===== src/prp_defines.vh =====
// constants used by the parallel port core; the fifo memory does not include them
`ifndef PRP_DEFINES_VH
`define PRP_DEFINES_VH

// ----------------------------------------------------------------
// clock and timing
// ----------------------------------------------------------------
`define PRP_CLK_PERIOD_NS 40
`define PRP_EPP_TIMEOUT_NS 10000

// ----------------------------------------------------------------
// host register offsets
// ----------------------------------------------------------------
`define PRP_ADDR_W 11
`define PRP_OFS_DATA 11'h000
`define PRP_OFS_STATUS 11'h001
`define PRP_OFS_CONTROL 11'h002
`define PRP_OFS_EPP_ADDR 11'h003
`define PRP_OFS_EPP_DATA_HI 9'h001
`define PRP_OFS_FIFO 11'h400
`define PRP_OFS_CFG_B 11'h401
`define PRP_OFS_EXT_CTRL 11'h402

// ----------------------------------------------------------------
// port modes held in the extended control register
// ----------------------------------------------------------------
`define PRP_MODE_STD 3'h0
`define PRP_MODE_FIFO 3'h2
`define PRP_MODE_ECP 3'h3
`define PRP_MODE_EPP 3'h4
`define PRP_MODE_TEST 3'h6
`define PRP_MODE_CFG 3'h7

// ----------------------------------------------------------------
// control register fields
// ----------------------------------------------------------------
`define PRP_CTL_STROBE 0
`define PRP_CTL_AUTOFD 1
`define PRP_CTL_INIT 2
`define PRP_CTL_SELIN 3
`define PRP_CTL_ACKIE 4
`define PRP_CTL_DIR 5
`define PRP_CTL_MASK 8'h3F

// ----------------------------------------------------------------
// extended control fields and reset values
// ----------------------------------------------------------------
`define PRP_ECR_MODE_HI 7
`define PRP_ECR_MODE_LO 5
`define PRP_ECR_ERRIE_N 4
`define PRP_ECR_DMA_ENABLE_BIT 3
`define PRP_ECR_SERVICE 2
`define PRP_ECR_FULL 1
`define PRP_ECR_EMPTY 0
`define PRP_ECR_RESET 6'h05
`define PRP_CTL_RESET 8'h04
`define PRP_CFG_A_VALUE 8'h10
`define PRP_STS_TIMEOUT 0
`define PRP_BYTE_ZERO 8'h00
`define PRP_BYTE_ONES 8'hFF

`endif


===== src/prp_fifo_mem.v =====
// sixteen byte storage shared by every fifo port, registered read data
`timescale 1ns/10ps
`default_nettype none

module prp_fifo_mem #(
	parameter WIDTH = 8,
	parameter DEPTH = 16,
	parameter AW = 4
) (
	// clock and reset
	input wire clock,
	input wire nrst,
	// write side
	input wire wr_en,
	input wire [AW-1:0] wr_addr,
	input wire [WIDTH-1:0] wr_data,
	// read side
	input wire [AW-1:0] rd_addr,
	output reg [WIDTH-1:0] rd_data_reg
);

	reg [WIDTH-1:0] mem [0:DEPTH-1];

	// ----------------------------------------------------------------
	// storage, no reset so it maps onto a plain ram
	// ----------------------------------------------------------------
	always @(posedge clock)
	begin
		if (wr_en)
			mem[wr_addr] <= wr_data;
	end

	always @(posedge clock)
	begin
		if (!nrst)
			rd_data_reg <= {WIDTH{1'b0}};
		else
			rd_data_reg <= mem[rd_addr];
	end

endmodule
`default_nettype wire


===== src/prp_core.v =====
// parallel port core: epp 1.7 read cycle, pin control, extended map
`timescale 1ns/10ps
`default_nettype none
`include "prp_defines.vh"

module prp_core #(
	parameter WORD_W = 8,
	parameter FIFO_DEPTH = 16,
	parameter FIFO_AW = 4,
	parameter TIMEOUT_CYC = `PRP_EPP_TIMEOUT_NS / `PRP_CLK_PERIOD_NS
) (
	// clock and reset
	input wire clock,
	input wire nrst,
	// host i/o cycle
	input wire [`PRP_ADDR_W-1:0] host_addr,
	input wire host_rd,
	input wire host_wr,
	input wire [WORD_W-1:0] host_wdata,
	output reg [WORD_W-1:0] host_rdata_reg,
	output reg host_done_reg,
	// chip configuration selections
	input wire [2:0] cfg_irq_sel,
	input wire [2:0] cfg_dma_sel,
	// parallel data bus
	input wire [WORD_W-1:0] port_data_bus_in,
	output reg [WORD_W-1:0] port_data_bus_out_reg,
	output reg port_data_bus_oe_reg,
	// peripheral inputs
	input wire periph_wait_n,
	input wire periph_interrupt,
	input wire busy,
	input wire ack_n,
	input wire paper_out_status,
	input wire selected_status,
	input wire fault_n,
	// peripheral outputs
	output reg write_dir_n_reg,
	output reg data_strobe_n_reg,
	output reg addr_strobe_n_reg,
	output reg periph_reset_n_reg,
	output reg irq_out_reg
);

	localparam ST_IDLE = 3'b001;
	localparam ST_RDREG = 3'b010;
	localparam ST_EPP = 3'b100;
	localparam CNT_W = 12;
	localparam [CNT_W-1:0] TIMEOUT_LIM = TIMEOUT_CYC[CNT_W-1:0];

	// ----------------------------------------------------------------
	// state
	// ----------------------------------------------------------------
	reg [2:0] state_reg, state_next;
	reg [WORD_W-1:0] data_reg, data_next;
	reg [7:0] control_reg, control_next;
	reg [5:0] ext_ctrl_reg, ext_ctrl_next;
	reg timeout_reg, timeout_next;
	reg dir_eff_reg, dir_eff_next;
	reg addr_cycle_reg, addr_cycle_next;
	reg [CNT_W-1:0] wd_cnt_reg, wd_cnt_next;
	reg [`PRP_ADDR_W-1:0] rd_addr_reg, rd_addr_next;
	reg [FIFO_AW-1:0] wr_ptr_reg, rd_ptr_reg;
	reg [FIFO_AW:0] count_reg;
	reg [WORD_W-1:0] host_rdata_next;
	reg host_done_next;
	reg dstb_next, astb_next;
	reg push, pop;

	wire [FIFO_AW-1:0] wr_ptr_inc;
	wire [FIFO_AW-1:0] rd_ptr_inc;
	wire [WORD_W-1:0] fifo_q;
	wire [2:0] mode;
	wire fifo_full;
	wire fifo_empty;
	wire epp_mode;
	wire idle;
	wire is_epp_port;
	wire [7:0] status_val;
	wire [7:0] cfg_b_val;
	wire [7:0] ecr_val;

	assign mode = ext_ctrl_reg[`PRP_ECR_MODE_HI-2:`PRP_ECR_MODE_LO-2];
	assign epp_mode = (mode == `PRP_MODE_EPP);
	assign idle = state_reg[0];
	assign fifo_full = (count_reg == FIFO_DEPTH);
	assign fifo_empty = (count_reg == 0);
	assign wr_ptr_inc = wr_ptr_reg + 1'b1;
	assign rd_ptr_inc = rd_ptr_reg + 1'b1;
	assign is_epp_port = (host_addr == `PRP_OFS_EPP_ADDR) ||
		(host_addr[`PRP_ADDR_W-1:2] == `PRP_OFS_EPP_DATA_HI);

	// status keeps the watchdog flag in its lowest bit
	assign status_val = {~busy, ack_n, paper_out_status, selected_status,
		fault_n, 2'b00, timeout_reg};
	// compression is not offered, so its bit reads zero
	assign cfg_b_val = {1'b0, periph_interrupt, cfg_irq_sel,
		cfg_dma_sel};
	assign ecr_val = {ext_ctrl_reg, fifo_full, fifo_empty};

	// ----------------------------------------------------------------
	// one fifo behind every fifo port
	// ----------------------------------------------------------------
	prp_fifo_mem #(
		.WIDTH(WORD_W),
		.DEPTH(FIFO_DEPTH),
		.AW(FIFO_AW)
	) u_fifo (
		.clock(clock),
		.nrst(nrst),
		.wr_en(push),
		.wr_addr(wr_ptr_reg),
		.wr_data(host_wdata),
		.rd_addr(rd_ptr_reg),
		.rd_data_reg(fifo_q)
	);

	// ----------------------------------------------------------------
	// host cycle decode and epp read sequencer
	// ----------------------------------------------------------------
	always @*
	begin
		state_next = state_reg;
		data_next = data_reg;
		control_next = control_reg;
		ext_ctrl_next = ext_ctrl_reg;
		timeout_next = timeout_reg;
		dir_eff_next = dir_eff_reg;
		addr_cycle_next = addr_cycle_reg;
		wd_cnt_next = wd_cnt_reg;
		rd_addr_next = rd_addr_reg;
		host_rdata_next = host_rdata_reg;
		host_done_next = 1'b0;
		dstb_next = 1'b0;
		astb_next = 1'b0;
		push = 1'b0;
		pop = 1'b0;
		case (state_reg)
		ST_IDLE:
		begin
			// direction changes only between cycles
			dir_eff_next = control_reg[`PRP_CTL_DIR];
			if (host_wr)
			begin
				host_done_next = 1'b1;
				if (host_addr == `PRP_OFS_DATA)
				begin
					// in ecp mode this offset is the address fifo port
					if (mode == `PRP_MODE_ECP)
						push = !fifo_full;
					else
						data_next = host_wdata;
				end
				else if (host_addr == `PRP_OFS_STATUS)
				begin
					if (host_wdata[`PRP_STS_TIMEOUT])
						timeout_next = 1'b0;
				end
				else if (host_addr == `PRP_OFS_CONTROL)
					control_next = host_wdata & `PRP_CTL_MASK;
				else if (epp_mode && is_epp_port)
					data_next = host_wdata;
				else if (host_addr == `PRP_OFS_FIFO)
					push = !fifo_full &&
						(mode != `PRP_MODE_CFG);
				else if (host_addr == `PRP_OFS_EXT_CTRL)
					ext_ctrl_next = host_wdata[7:2];
			end
			else if (host_rd)
			begin
				rd_addr_next = host_addr;
				if (epp_mode && is_epp_port)
				begin
					// strobe goes low on the same edge that takes the read
					addr_cycle_next = (host_addr == `PRP_OFS_EPP_ADDR);
					dstb_next = (host_addr != `PRP_OFS_EPP_ADDR);
					astb_next = (host_addr == `PRP_OFS_EPP_ADDR);
					wd_cnt_next = {CNT_W{1'b0}};
					state_next = ST_EPP;
				end
				else
				begin
					pop = (host_addr == `PRP_OFS_FIFO) && !fifo_empty &&
						(mode != `PRP_MODE_CFG);
					state_next = ST_RDREG;
				end
			end
		end
		ST_RDREG:
		begin
			host_done_next = 1'b1;
			state_next = ST_IDLE;
			case (rd_addr_reg)
			`PRP_OFS_DATA: host_rdata_next = data_reg;
			`PRP_OFS_STATUS: host_rdata_next = status_val;
			`PRP_OFS_CONTROL: host_rdata_next = control_reg;
			`PRP_OFS_FIFO:
				host_rdata_next = (mode == `PRP_MODE_CFG) ?
					`PRP_CFG_A_VALUE : fifo_q;
			`PRP_OFS_CFG_B: host_rdata_next = cfg_b_val;
			`PRP_OFS_EXT_CTRL: host_rdata_next = ecr_val;
			default: host_rdata_next = `PRP_BYTE_ONES;
			endcase
		end
		ST_EPP:
		begin
			wd_cnt_next = wd_cnt_reg + 1'b1;
			if (periph_wait_n)
			begin
				// wait released: data valid, end the cycle
				data_next = port_data_bus_in;
				host_rdata_next = port_data_bus_in;
				host_done_next = 1'b1;
				state_next = ST_IDLE;
			end
			else if (wd_cnt_reg >= TIMEOUT_LIM - 1'b1)
			begin
				// abort so the host bus is never left hung
				timeout_next = 1'b1;
				host_rdata_next = `PRP_BYTE_ONES;
				host_done_next = 1'b1;
				state_next = ST_IDLE;
			end
			else
			begin
				dstb_next = !addr_cycle_reg;
				astb_next = addr_cycle_reg;
			end
		end
		default:
			state_next = ST_IDLE;
		endcase
	end

	// ----------------------------------------------------------------
	// registers
	// ----------------------------------------------------------------
	always @(posedge clock)
	begin
		if (!nrst)
		begin
			state_reg <= ST_IDLE;
			data_reg <= `PRP_BYTE_ZERO;
			control_reg <= `PRP_CTL_RESET;
			ext_ctrl_reg <= `PRP_ECR_RESET;
			timeout_reg <= 1'b0;
			dir_eff_reg <= 1'b0;
			addr_cycle_reg <= 1'b0;
			wd_cnt_reg <= {CNT_W{1'b0}};
			rd_addr_reg <= {`PRP_ADDR_W{1'b0}};
			host_rdata_reg <= `PRP_BYTE_ZERO;
			host_done_reg <= 1'b0;
		end
		else
		begin
			state_reg <= state_next;
			data_reg <= data_next;
			control_reg <= control_next;
			ext_ctrl_reg <= ext_ctrl_next;
			// a timeout in the clearing cycle still sets the flag
			timeout_reg <= timeout_next |
				(state_next == ST_IDLE && state_reg == ST_EPP &&
				!periph_wait_n);
			dir_eff_reg <= dir_eff_next;
			addr_cycle_reg <= addr_cycle_next;
			wd_cnt_reg <= wd_cnt_next;
			rd_addr_reg <= rd_addr_next;
			host_rdata_reg <= host_rdata_next;
			host_done_reg <= host_done_next;
		end
	end

	// ----------------------------------------------------------------
	// fifo pointers, one push or pop per host cycle
	// ----------------------------------------------------------------
	always @(posedge clock)
	begin
		if (!nrst)
		begin
			wr_ptr_reg <= {FIFO_AW{1'b0}};
			rd_ptr_reg <= {FIFO_AW{1'b0}};
			count_reg <= {(FIFO_AW+1){1'b0}};
		end
		else
		begin
			if (push)
				wr_ptr_reg <= wr_ptr_inc;
			if (pop)
				rd_ptr_reg <= rd_ptr_inc;
			if (push)
				count_reg <= count_reg + 1'b1;
			else if (pop)
				count_reg <= count_reg - 1'b1;
		end
	end

	// ----------------------------------------------------------------
	// pin drivers, all from flip-flops
	// ----------------------------------------------------------------
	always @(posedge clock)
	begin
		if (!nrst)
		begin
			port_data_bus_out_reg <= `PRP_BYTE_ZERO;
			port_data_bus_oe_reg <= 1'b0;
			write_dir_n_reg <= 1'b1;
			data_strobe_n_reg <= 1'b1;
			addr_strobe_n_reg <= 1'b1;
			periph_reset_n_reg <= 1'b0;
			irq_out_reg <= 1'b0;
		end
		else
		begin
			port_data_bus_out_reg <= data_next;
			// bus released during an epp read and while reversed
			port_data_bus_oe_reg <= !dir_eff_next &&
				(state_next != ST_EPP);
			if (epp_mode)
			begin
				// the control strobe bit or a forward direction drives the write pin low
				write_dir_n_reg <= !(control_reg[`PRP_CTL_STROBE] ||
					!dir_eff_next);
				data_strobe_n_reg <= !dstb_next;
				addr_strobe_n_reg <= !astb_next;
			end
			else
			begin
				write_dir_n_reg <= !control_reg[`PRP_CTL_STROBE];
				data_strobe_n_reg <= !control_reg[`PRP_CTL_AUTOFD];
				addr_strobe_n_reg <= !control_reg[`PRP_CTL_SELIN];
			end
			periph_reset_n_reg <= control_reg[`PRP_CTL_INIT];
			irq_out_reg <= periph_interrupt;
		end
	end

endmodule
`default_nettype wire


===== config.mk =====
export PLATFORM = sky130hd
export DESIGN_NAME = prp_core
export DESIGN_NICKNAME = d
export VERILOG_FILES = /design/src/prp_fifo_mem.v /design/src/prp_core.v
export VERILOG_INCLUDE_DIRS = /design/src
export SDC_FILE = /design/constraint.sdc
export NUM_CORES = 1
export LEC_CHECK = 0
export ABC_CLOCK_PERIOD_IN_PS = 4000
export BUFFER_PORTS_ARGS = -buffer_cell sky130_fd_sc_hd__buf_2
export CORE_MARGIN = 3
export CORE_UTILIZATION = 62
export CTS_CLUSTER_DIAMETER = 100
export DETAILED_ROUTE_END_ITERATION = 16
export PLACE_DENSITY = 0.92
export SYNTH_ARGS = -nofsm -noshare
export SYNTH_HDL_FRONTEND = slang
export SYNTH_SLANG_ARGS = --single-unit
export TNS_END_PERCENT = 100

===== constraint.sdc =====
create_clock -name clock -period 4 [get_ports clock]
set_input_delay 0.2 -clock clock [delete_from_list [all_inputs] [get_ports clock]]
set_output_delay 0.2 -clock clock [all_outputs]
set_load 0.05 [all_outputs]

==> out/summary.txt, run 1 <==
LOGIC SYNTHESIS
------------------------------------------------------------------------------------
Net count of the mapped netlist                                                  771
Avg Inst Size Synth                                                        13.03 um2
Number of synthesized flops with an enable pin                                   128
#FFs+latches synth                                                               213
Proportion of synthesized flip-flops having asynchronous set or reset             0%
Flip-flop cell with the highest count after synthesis                   sky130_fd_sc_hd__edfxtp_1
Post-Syn Area                                                           0.009316 mm2
Synthesized instance count                                                       715
Total of warnings raised by yosys                                                  0
Proportion of synthesized chip area in sequential cells                       59.52%
Unique cell type count in the Yosys netlist                                       73

ROUTING
------------------------------------------------------------------------------------
Count of antenna-violating nets left after detailed routing                        0
First-pass DRT Iterations                                                          6
Routed via count divided by cell count                                         6.952
Remaining design rule violation count                                              0
First-iteration detailed-routing DRC count                                       962
Via count                                                                       6820
Total Wirelength                                                            24.11 mm
Routed length per placed instance                                           24.57 um

PWR
------------------------------------------------------------------------------------
Combinational fraction of design power                                          5.4%
Sequential Power Share                                                         52.5%
Worst vdd ir                                                               0.4316 mV
Clk network pwr share                                                          42.1%
Internal power                                                              3.491 mW
Switching power                                                             1.006 mW
LEAKAGE                                                                     3.649 nW
Switching fraction of total power                                             22.37%
Power per standard cell area                                            427.3 mW/mm2

FLOORPLANNING
------------------------------------------------------------------------------------
Core Box Area                                                            0.01464 mm2
Die outline width                                                           128.6 um
# IOs                                                                             67
Overall die area                                                         0.01653 mm2
Die height                                                                  128.6 um
Effective utilization at floorplan                                            63.62%
Standard-cell row count                                                           44

CTS
------------------------------------------------------------------------------------
PostCTS Resize Cnt                                                                 0
Worst-Skew Late Latency                                                      0.51 ns
CTS tree                                                                        done
Clock sink count                                                                 213
Clock buffer count from CTS                                                       22
Root buf cell                                                           sky130_fd_sc_hd__clkbuf_16
# H-tree levels                                                                    1
Clock-pin slew on the worst setup and hold paths                             0.06 ns
Longest Clk Path Bufs                                                              3

TIMING
------------------------------------------------------------------------------------
Worst Max-Slew Pin Slew                                                     1.055 ns
Final worst-path cycle share                                                  85.59%
Max-slew violation total from the final report                                     0
Number of setup violations in the final report                                     0
Time the worst path needs with I/O delays and setup                         3.424 ns
Clock skew                                                                0.01033 ns
Max-slew headroom                                                             29.53%
Post-Route Setup TNS                                                            0 ns
Unrepaired setup endpoints after global routing                                   no
Upper clock frequency limit                                               0.2921 GHz
Final hold violation count                                                         0

LAYOUT
------------------------------------------------------------------------------------
Synthesis-to-layout area growth                                               12.97%
Final Net Count                                                                  838
Max FFs per register                                                             128
Fillers                                                                          883
Fraction of final layout cells with drive strength greater than 1             20.20%
Summed area of non-filler cells in the final layout                      0.01053 mm2
Final cell utilization of the core                                            71.87%
Diodes inserted                                                                    0

CRITICAL PATH
------------------------------------------------------------------------------------
Crit path launch type                                                       register
Required time worst endpoint                                                 4.38 ns
Category of the most critical setup path                                register to register
Worst EP arrival                                                             3.81 ns
Capturing element type of the critical path                                 register
CP Max Fanout                                                                     17

PLACED DESIGN
------------------------------------------------------------------------------------
IO Port Bufs                                                                      66
Placed cell area                                                        0.009752 mm2
GPL Wtd Cong                                                                  0.9388
Detail Placement HPWL                                                       15.60 mm

GRT
------------------------------------------------------------------------------------
Antenna violations before repair                                                   0
Overflow after GRT                                                                 0
Global-route wire length before repair                                      37.47 mm
Number of global-route vias before repair                                       6684
Overall track demand over capacity in global routing                          29.28%
Largest net degree at the start of global routing                                 41

STATUS
------------------------------------------------------------------------------------
Status                                                                     completed

WORST HOLD PATH
------------------------------------------------------------------------------------
Path category of the worst min-delay check                              input port to register

RUN
------------------------------------------------------------------------------------
Number of maximum-capacitance violations                                           0

## per-stage QoR
step / worst slack, ns / power, mW / hold slack [ns] / std cells
after floorplan: 1.217 / 2.536 / 0.2989 / 715
after global placement: 1.048 / 2.622 / 0.4195 / 931
after detailed placement: 0.8046 / 2.631 / 0.4338 / 931
after CTS: 0.6817 / 4.498 / 0.02214 / 981
after global routing: 0.3745 / 4.601 / 0.06325 / 981
final: 0.5763 / 4.497 / 0.06062 / 981
## cell usage after synthesis (6+ instances only)
master | number | area [um2]
sky130_fd_sc_hd__a21oi_1 | 36 | 180.2
sky130_fd_sc_hd__and2_1 | 12 | 75.07
sky130_fd_sc_hd__and3_1 | 18 | 112.6
sky130_fd_sc_hd__clkbuf_1 | 31 | 116.4
sky130_fd_sc_hd__dfxtp_1 | 85 | 1702
sky130_fd_sc_hd__edfxtp_1 | 128 | 3844
sky130_fd_sc_hd__ha_1 | 11 | 137.6
sky130_fd_sc_hd__inv_1 | 10 | 37.54
sky130_fd_sc_hd__mux2i_1 | 22 | 220.2
sky130_fd_sc_hd__mux4_2 | 41 | 923.4
sky130_fd_sc_hd__nand2_1 | 62 | 232.7
sky130_fd_sc_hd__nand2b_1 | 7 | 43.79
sky130_fd_sc_hd__nand3_1 | 13 | 65.06
sky130_fd_sc_hd__nand4_1 | 6 | 37.54
sky130_fd_sc_hd__nor2_1 | 46 | 172.7
sky130_fd_sc_hd__nor2b_1 | 12 | 75.07
sky130_fd_sc_hd__nor3_1 | 13 | 65.06
sky130_fd_sc_hd__nor4_1 | 6 | 37.54
sky130_fd_sc_hd__o21ai_0 | 29 | 145.1
sky130_fd_sc_hd__or4_1 | 14 | 105.1
## critical path, cell delays in order (launching register included)
cell,delay [ns]
sky130_fd_sc_hd__dfxtp_1,0.34
sky130_fd_sc_hd__nor4_1,0.68
sky130_fd_sc_hd__a21oi_1,0.28
sky130_fd_sc_hd__nand3_1,0.28
sky130_fd_sc_hd__inv_1,0.31
sky130_fd_sc_hd__fa_1,0.50
sky130_fd_sc_hd__nor2b_1,0.13
sky130_fd_sc_hd__o21a_1,0.16
sky130_fd_sc_hd__nor2_1,0.06
sky130_fd_sc_hd__or3b_2,0.45
sky130_fd_sc_hd__o311ai_0,0.11
## repair_timing
action	4_1_cts	5_1_grt
endpoints found under the hold margin	11	0
hold buffers	11	0
setup buffers	0	0
## cell type report
type,count,area (um2),area share [%]
clock buffers,34,625.6,5.944
inverters,10,37.54,0.3566
well taps,184,230.2,2.187
repair buffers,83,485.5,4.612
multi-input cells,452,3562,33.84
clock inverters,5,37.54,0.3566
flip-flops and latches,213,5547,52.70
## layer usage
layer,GRT usage (%),vias up,share of wire (%)
met3,5.272,116,10
met1,38.98,3280,37
met5,0,-,0
met2,48.12,532,48
met4,12.23,0,4.6
li1,-,2892,-
## worst paths after layout
kind	from	end	slack, ns	depth (start not counted)
setup / recovery	count_reg[0]	count_reg[4]	0.58	10
hold / removal	host_addr[10]	rd_addr_reg[10]	0.06	3
setup reg to reg	count_reg[0]	count_reg[4]	0.58	10
hold reg to reg	host_rdata_reg[0]	host_rdata_reg[0]	0.46	1
## power by group through the flow
stage | clock [mW] | sequential (mW) | combinational [mW]
finish | 1.89 | 2.36 | 0.242
detailed placement | 0 | 2.41 | 0.223
floorplan | 0 | 2.43 | 0.105
global placement | 0 | 2.41 | 0.215
global route | 1.98 | 2.36 | 0.255
CTS | 1.90 | 2.36 | 0.234
## cells in the final DEF (no fill, tap or decap), drive strengths merged, types with 6 or more instances in the layout
cell and count:
edfxtp 128, dfxtp 85, buf 72, nand2 62, nor2 46, mux4 41
a21oi 37, clkbuf 34, o21ai 29, mux2i 22, and3 18, or4 15
nor3 13, nand3 13, nor2b 12, and2 12, ha 11, dlygate4sd3 11
inv 10, nor4 10, nand2b 7, nand4 6, nor3b 6
## cells by family (layout without fill, tap and decap cells)
| family | after synthesis | in the layout | share of synthesized area (%) |
|---|---|---|---|
| buffers and inverters | 50 | 132 | 2.243 |
| DFF | 213 | 213 | 59.52 |
| and+or+nand+nor | 242 | 242 | 14.34 |
| adders and majority gates | 12 | 12 | 1.692 |
| xor gates and xnor gates | 9 | 9 | 0.8460 |
| AOI/OAI and AO/OA | 124 | 124 | 8.837 |
| muxes | 65 | 65 | 12.52 |
Note: power is estimated with default switching activity, not from simulation.
==> run 2: changes to the inputs <==
--- a/config.mk
+++ b/config.mk
@@ -8,10 +8,10 @@
 export LEC_CHECK = 0
 export ABC_CLOCK_PERIOD_IN_PS = 4000
 export BUFFER_PORTS_ARGS = -buffer_cell sky130_fd_sc_hd__buf_2
-export CORE_MARGIN = 3
 export CORE_UTILIZATION = 62
 export CTS_CLUSTER_DIAMETER = 100
 export DETAILED_ROUTE_END_ITERATION = 16
+export MAX_ROUTING_LAYER = met4
 export PLACE_DENSITY = 0.92
 export SYNTH_ARGS = -nofsm -noshare
 export SYNTH_HDL_FRONTEND = slang
==> out/summary.txt, run 2 (synthesized netlist as in run 1, its figures left out) <==
ROUTING
--------------------------------------------------------------------------------
Count of antenna-violating nets left after detailed routing                    0   unchanged
First-iteration detailed-routing DRC count                                  1014   +5.4%
Routed length per placed instance                                       25.07 um   +2.0%
Via count                                                                   6880   +0.88%
Routed via count divided by cell count                                     7.013   +0.88%
First-pass DRT Iterations                                                      6   unchanged
Remaining design rule violation count                                          0   unchanged
Total Wirelength                                                        24.60 mm   +2.0%

CRITICAL PATH
--------------------------------------------------------------------------------
Category of the most critical setup path                            input port to register
CP Max Fanout                                                                 17   unchanged
Worst EP arrival                                                         3.76 ns   -0.05 ns
Crit path launch type                                                 input port
R2R Setup Slk                                                            0.81 ns   +0.23 ns
Launching point of the worst reg2reg path                           count_reg[1]
R2r endpoint                                                        count_reg[4]
Required time worst endpoint                                             4.40 ns   +0.02 ns
Capturing element type of the critical path                             register
FF-to-FF path depth                                                           10   unchanged
Critical path origin                                                host_addr[3]

CTS
--------------------------------------------------------------------------------
CTS tree                                                                    done
# H-tree levels                                                                1   unchanged
Worst-Skew Late Latency                                                  0.50 ns   about the same
PostCTS Resize Cnt                                                             0   unchanged
Root buf cell                                                       sky130_fd_sc_hd__clkbuf_16
Longest Clk Path Bufs                                                          3   unchanged
Clock-pin slew on the worst setup and hold paths                         0.06 ns   about the same
Clock buffer count from CTS                                                   22   unchanged
Clock sink count                                                             213   unchanged

GRT
--------------------------------------------------------------------------------
Number of global-route vias before repair                                   6702   +0.27%
Largest net degree at the start of global routing                             41   unchanged
Antenna violations before repair                                               0   unchanged
Overflow after GRT                                                             0   unchanged
Global-route wire length before repair                                  37.67 mm   +0.55%
Overall track demand over capacity in global routing                      32.53%   +3.3 points

LAYOUT
--------------------------------------------------------------------------------
Count of non-filler cells in the finished layout                             981   unchanged
Final Net Count                                                              837   -0.12%
Synthesis-to-layout area growth                                           14.46%
Commonest non-fill, non-tap cells in the layout                     128 x sky130_fd_sc_hd__edfxtp_1, 84 x sky130_fd_sc_hd__dfxtp_1, 66 x sky130_fd_sc_hd__buf_2
Diodes inserted                                                                0   unchanged
Fraction of final layout cells with drive strength greater than 1         20.70%   +0.50 points
Max FFs per register                                                         128   unchanged
Commonest non-fill, non-tap cell in the layout                      sky130_fd_sc_hd__edfxtp_1

PLACED DESIGN
--------------------------------------------------------------------------------
IO Port Bufs                                                                  66   unchanged
GPL Wtd Cong                                                              0.9298   -0.96%
Number of instances in the placed design                                     931   unchanged
Placement-stage worst setup slack                                      0.8356 ns   +0.03098 ns
Detail Placement HPWL                                                   15.30 mm   -1.9%

WORST HOLD PATH
--------------------------------------------------------------------------------
Number of cells traversed by the worst hold path                               3   unchanged
Path category of the worst min-delay check                          input port to register
Endpoint with the worst hold slack                                  host_rdata_reg[7]
HP Start                                                                    busy

RUN
--------------------------------------------------------------------------------
Number of maximum-capacitance violations                                       0   unchanged

FLOORPLANNING
--------------------------------------------------------------------------------
Effective utilization at floorplan                                        63.86%   +0.24 points
Core Box Area                                                        0.01459 mm2   -0.38%
Die outline width                                                       124.6 um   -3.1%
Die height                                                              124.6 um   -3.1%
Overall die area                                                     0.01552 mm2   -6.1%
# IOs                                                                         67   unchanged
Standard-cell row count                                                       44   unchanged

TIMING
--------------------------------------------------------------------------------
Final WS setup                                                         0.6373 ns   +0.06107 ns
Post-Route Setup TNS                                                        0 ns   unchanged
Worst Max-Slew Pin Slew                                                 1.137 ns   +0.08145 ns
Hold_ws                                                              0.001264 ns   -0.05935 ns
Unrepaired setup endpoints after global routing                               no
Max-slew violation total from the final report                                 0   unchanged
Max-slew headroom                                                         24.08%   -5.4 points
Final worst-path cycle share                                              84.07%   -1.5 points
Clock skew                                                            0.01018 ns   -0.0001482 ns
Final hold violation count                                                     0   unchanged
Time the worst path needs with I/O delays and setup                     3.363 ns   -0.06107 ns
Number of setup violations in the final report                                 0   unchanged
Upper clock frequency limit                                           0.2974 GHz   +1.8%

PWR
--------------------------------------------------------------------------------
Worst vdd ir                                                           0.4124 mV   -4.4%
Power per standard cell area                                        458.1 mW/mm2   +7.2%
LEAKAGE                                                                 3.715 nW   +1.8%

STATUS
--------------------------------------------------------------------------------
Status                                                                 completed

## run 2: changes by cell type in the layout (fill, tap and decap cells not counted), sizes merged
cell         delta
clkbuf          -7
dlygate4sd3     -1
clkinv          +1
bufinv          +6
inv             +1
## run 2: where the power goes
part           total, mW  internal [mW]  switching, mW
registers           2.36           2.34         0.0237
logic              0.243         0.0739          0.169
clock network       2.28           1.44          0.837
## run 2: how the worst max path moves through the flow
stage,to,slack [ns],cells past startpoint
global route,count_reg[4],0.47,12
global placement,count_reg[4],1.02,11
finish,count_reg[4],0.64,12
detailed placement,count_reg[4],0.84,11
CTS,count_reg[4],0.76,12
floorplan,count_reg[4],1.22,13
## run 2: metal layers
layer  wire, um  up-vias  track usage (%)  share of wire (%)
met5          0        -                -                  0
met4       1338        0            15.52                5.4
met3       2672      121            5.928                 11
met2      11580      572            49.89                 47
met1       9007     3301            42.29                 37
li1           -     2886                -                  -
## run 2: final cells by class
type                    count  area (um2)
clock buffers              27       590.6
fillers                   841        3925
clock inverters            13       221.5
multi-input cells         452        3562
inverters                  10       37.54
well taps                 184       230.2
flip-flops and latches    213        5547
repair buffers             82       475.5
## run 2: stage by stage
step                instance area [um2]  util (%)  power, mW
floorplan                          9316         -      2.536
global placement                   9752     66.84      2.625
detailed placement                 9752     66.84      2.634
CTS                               10660     73.10      4.882
global route                      10660     73.10      4.991
finish                            10660     73.10      4.885
## run 2: repair_timing
action                    in CTS  in global routing
hold buffers                  10                  0
setup buffers                  0                  0
hold endpoints to repair      10                  0
## run 2: worst max-delay path, stage by stage
cell                            delay (ns)
sky130_fd_sc_hd__dlygate4sd3_1        0.54
sky130_fd_sc_hd__buf_2                0.14
sky130_fd_sc_hd__or4_4                0.57
sky130_fd_sc_hd__nor3_1               0.38
sky130_fd_sc_hd__nand3_1              0.32
sky130_fd_sc_hd__inv_1                0.55
sky130_fd_sc_hd__fa_1                 0.34
sky130_fd_sc_hd__nor2b_1              0.07
sky130_fd_sc_hd__o21a_1               0.20
sky130_fd_sc_hd__nor3_1               0.21
sky130_fd_sc_hd__mux2i_1              0.12
sky130_fd_sc_hd__o311ai_0             0.13
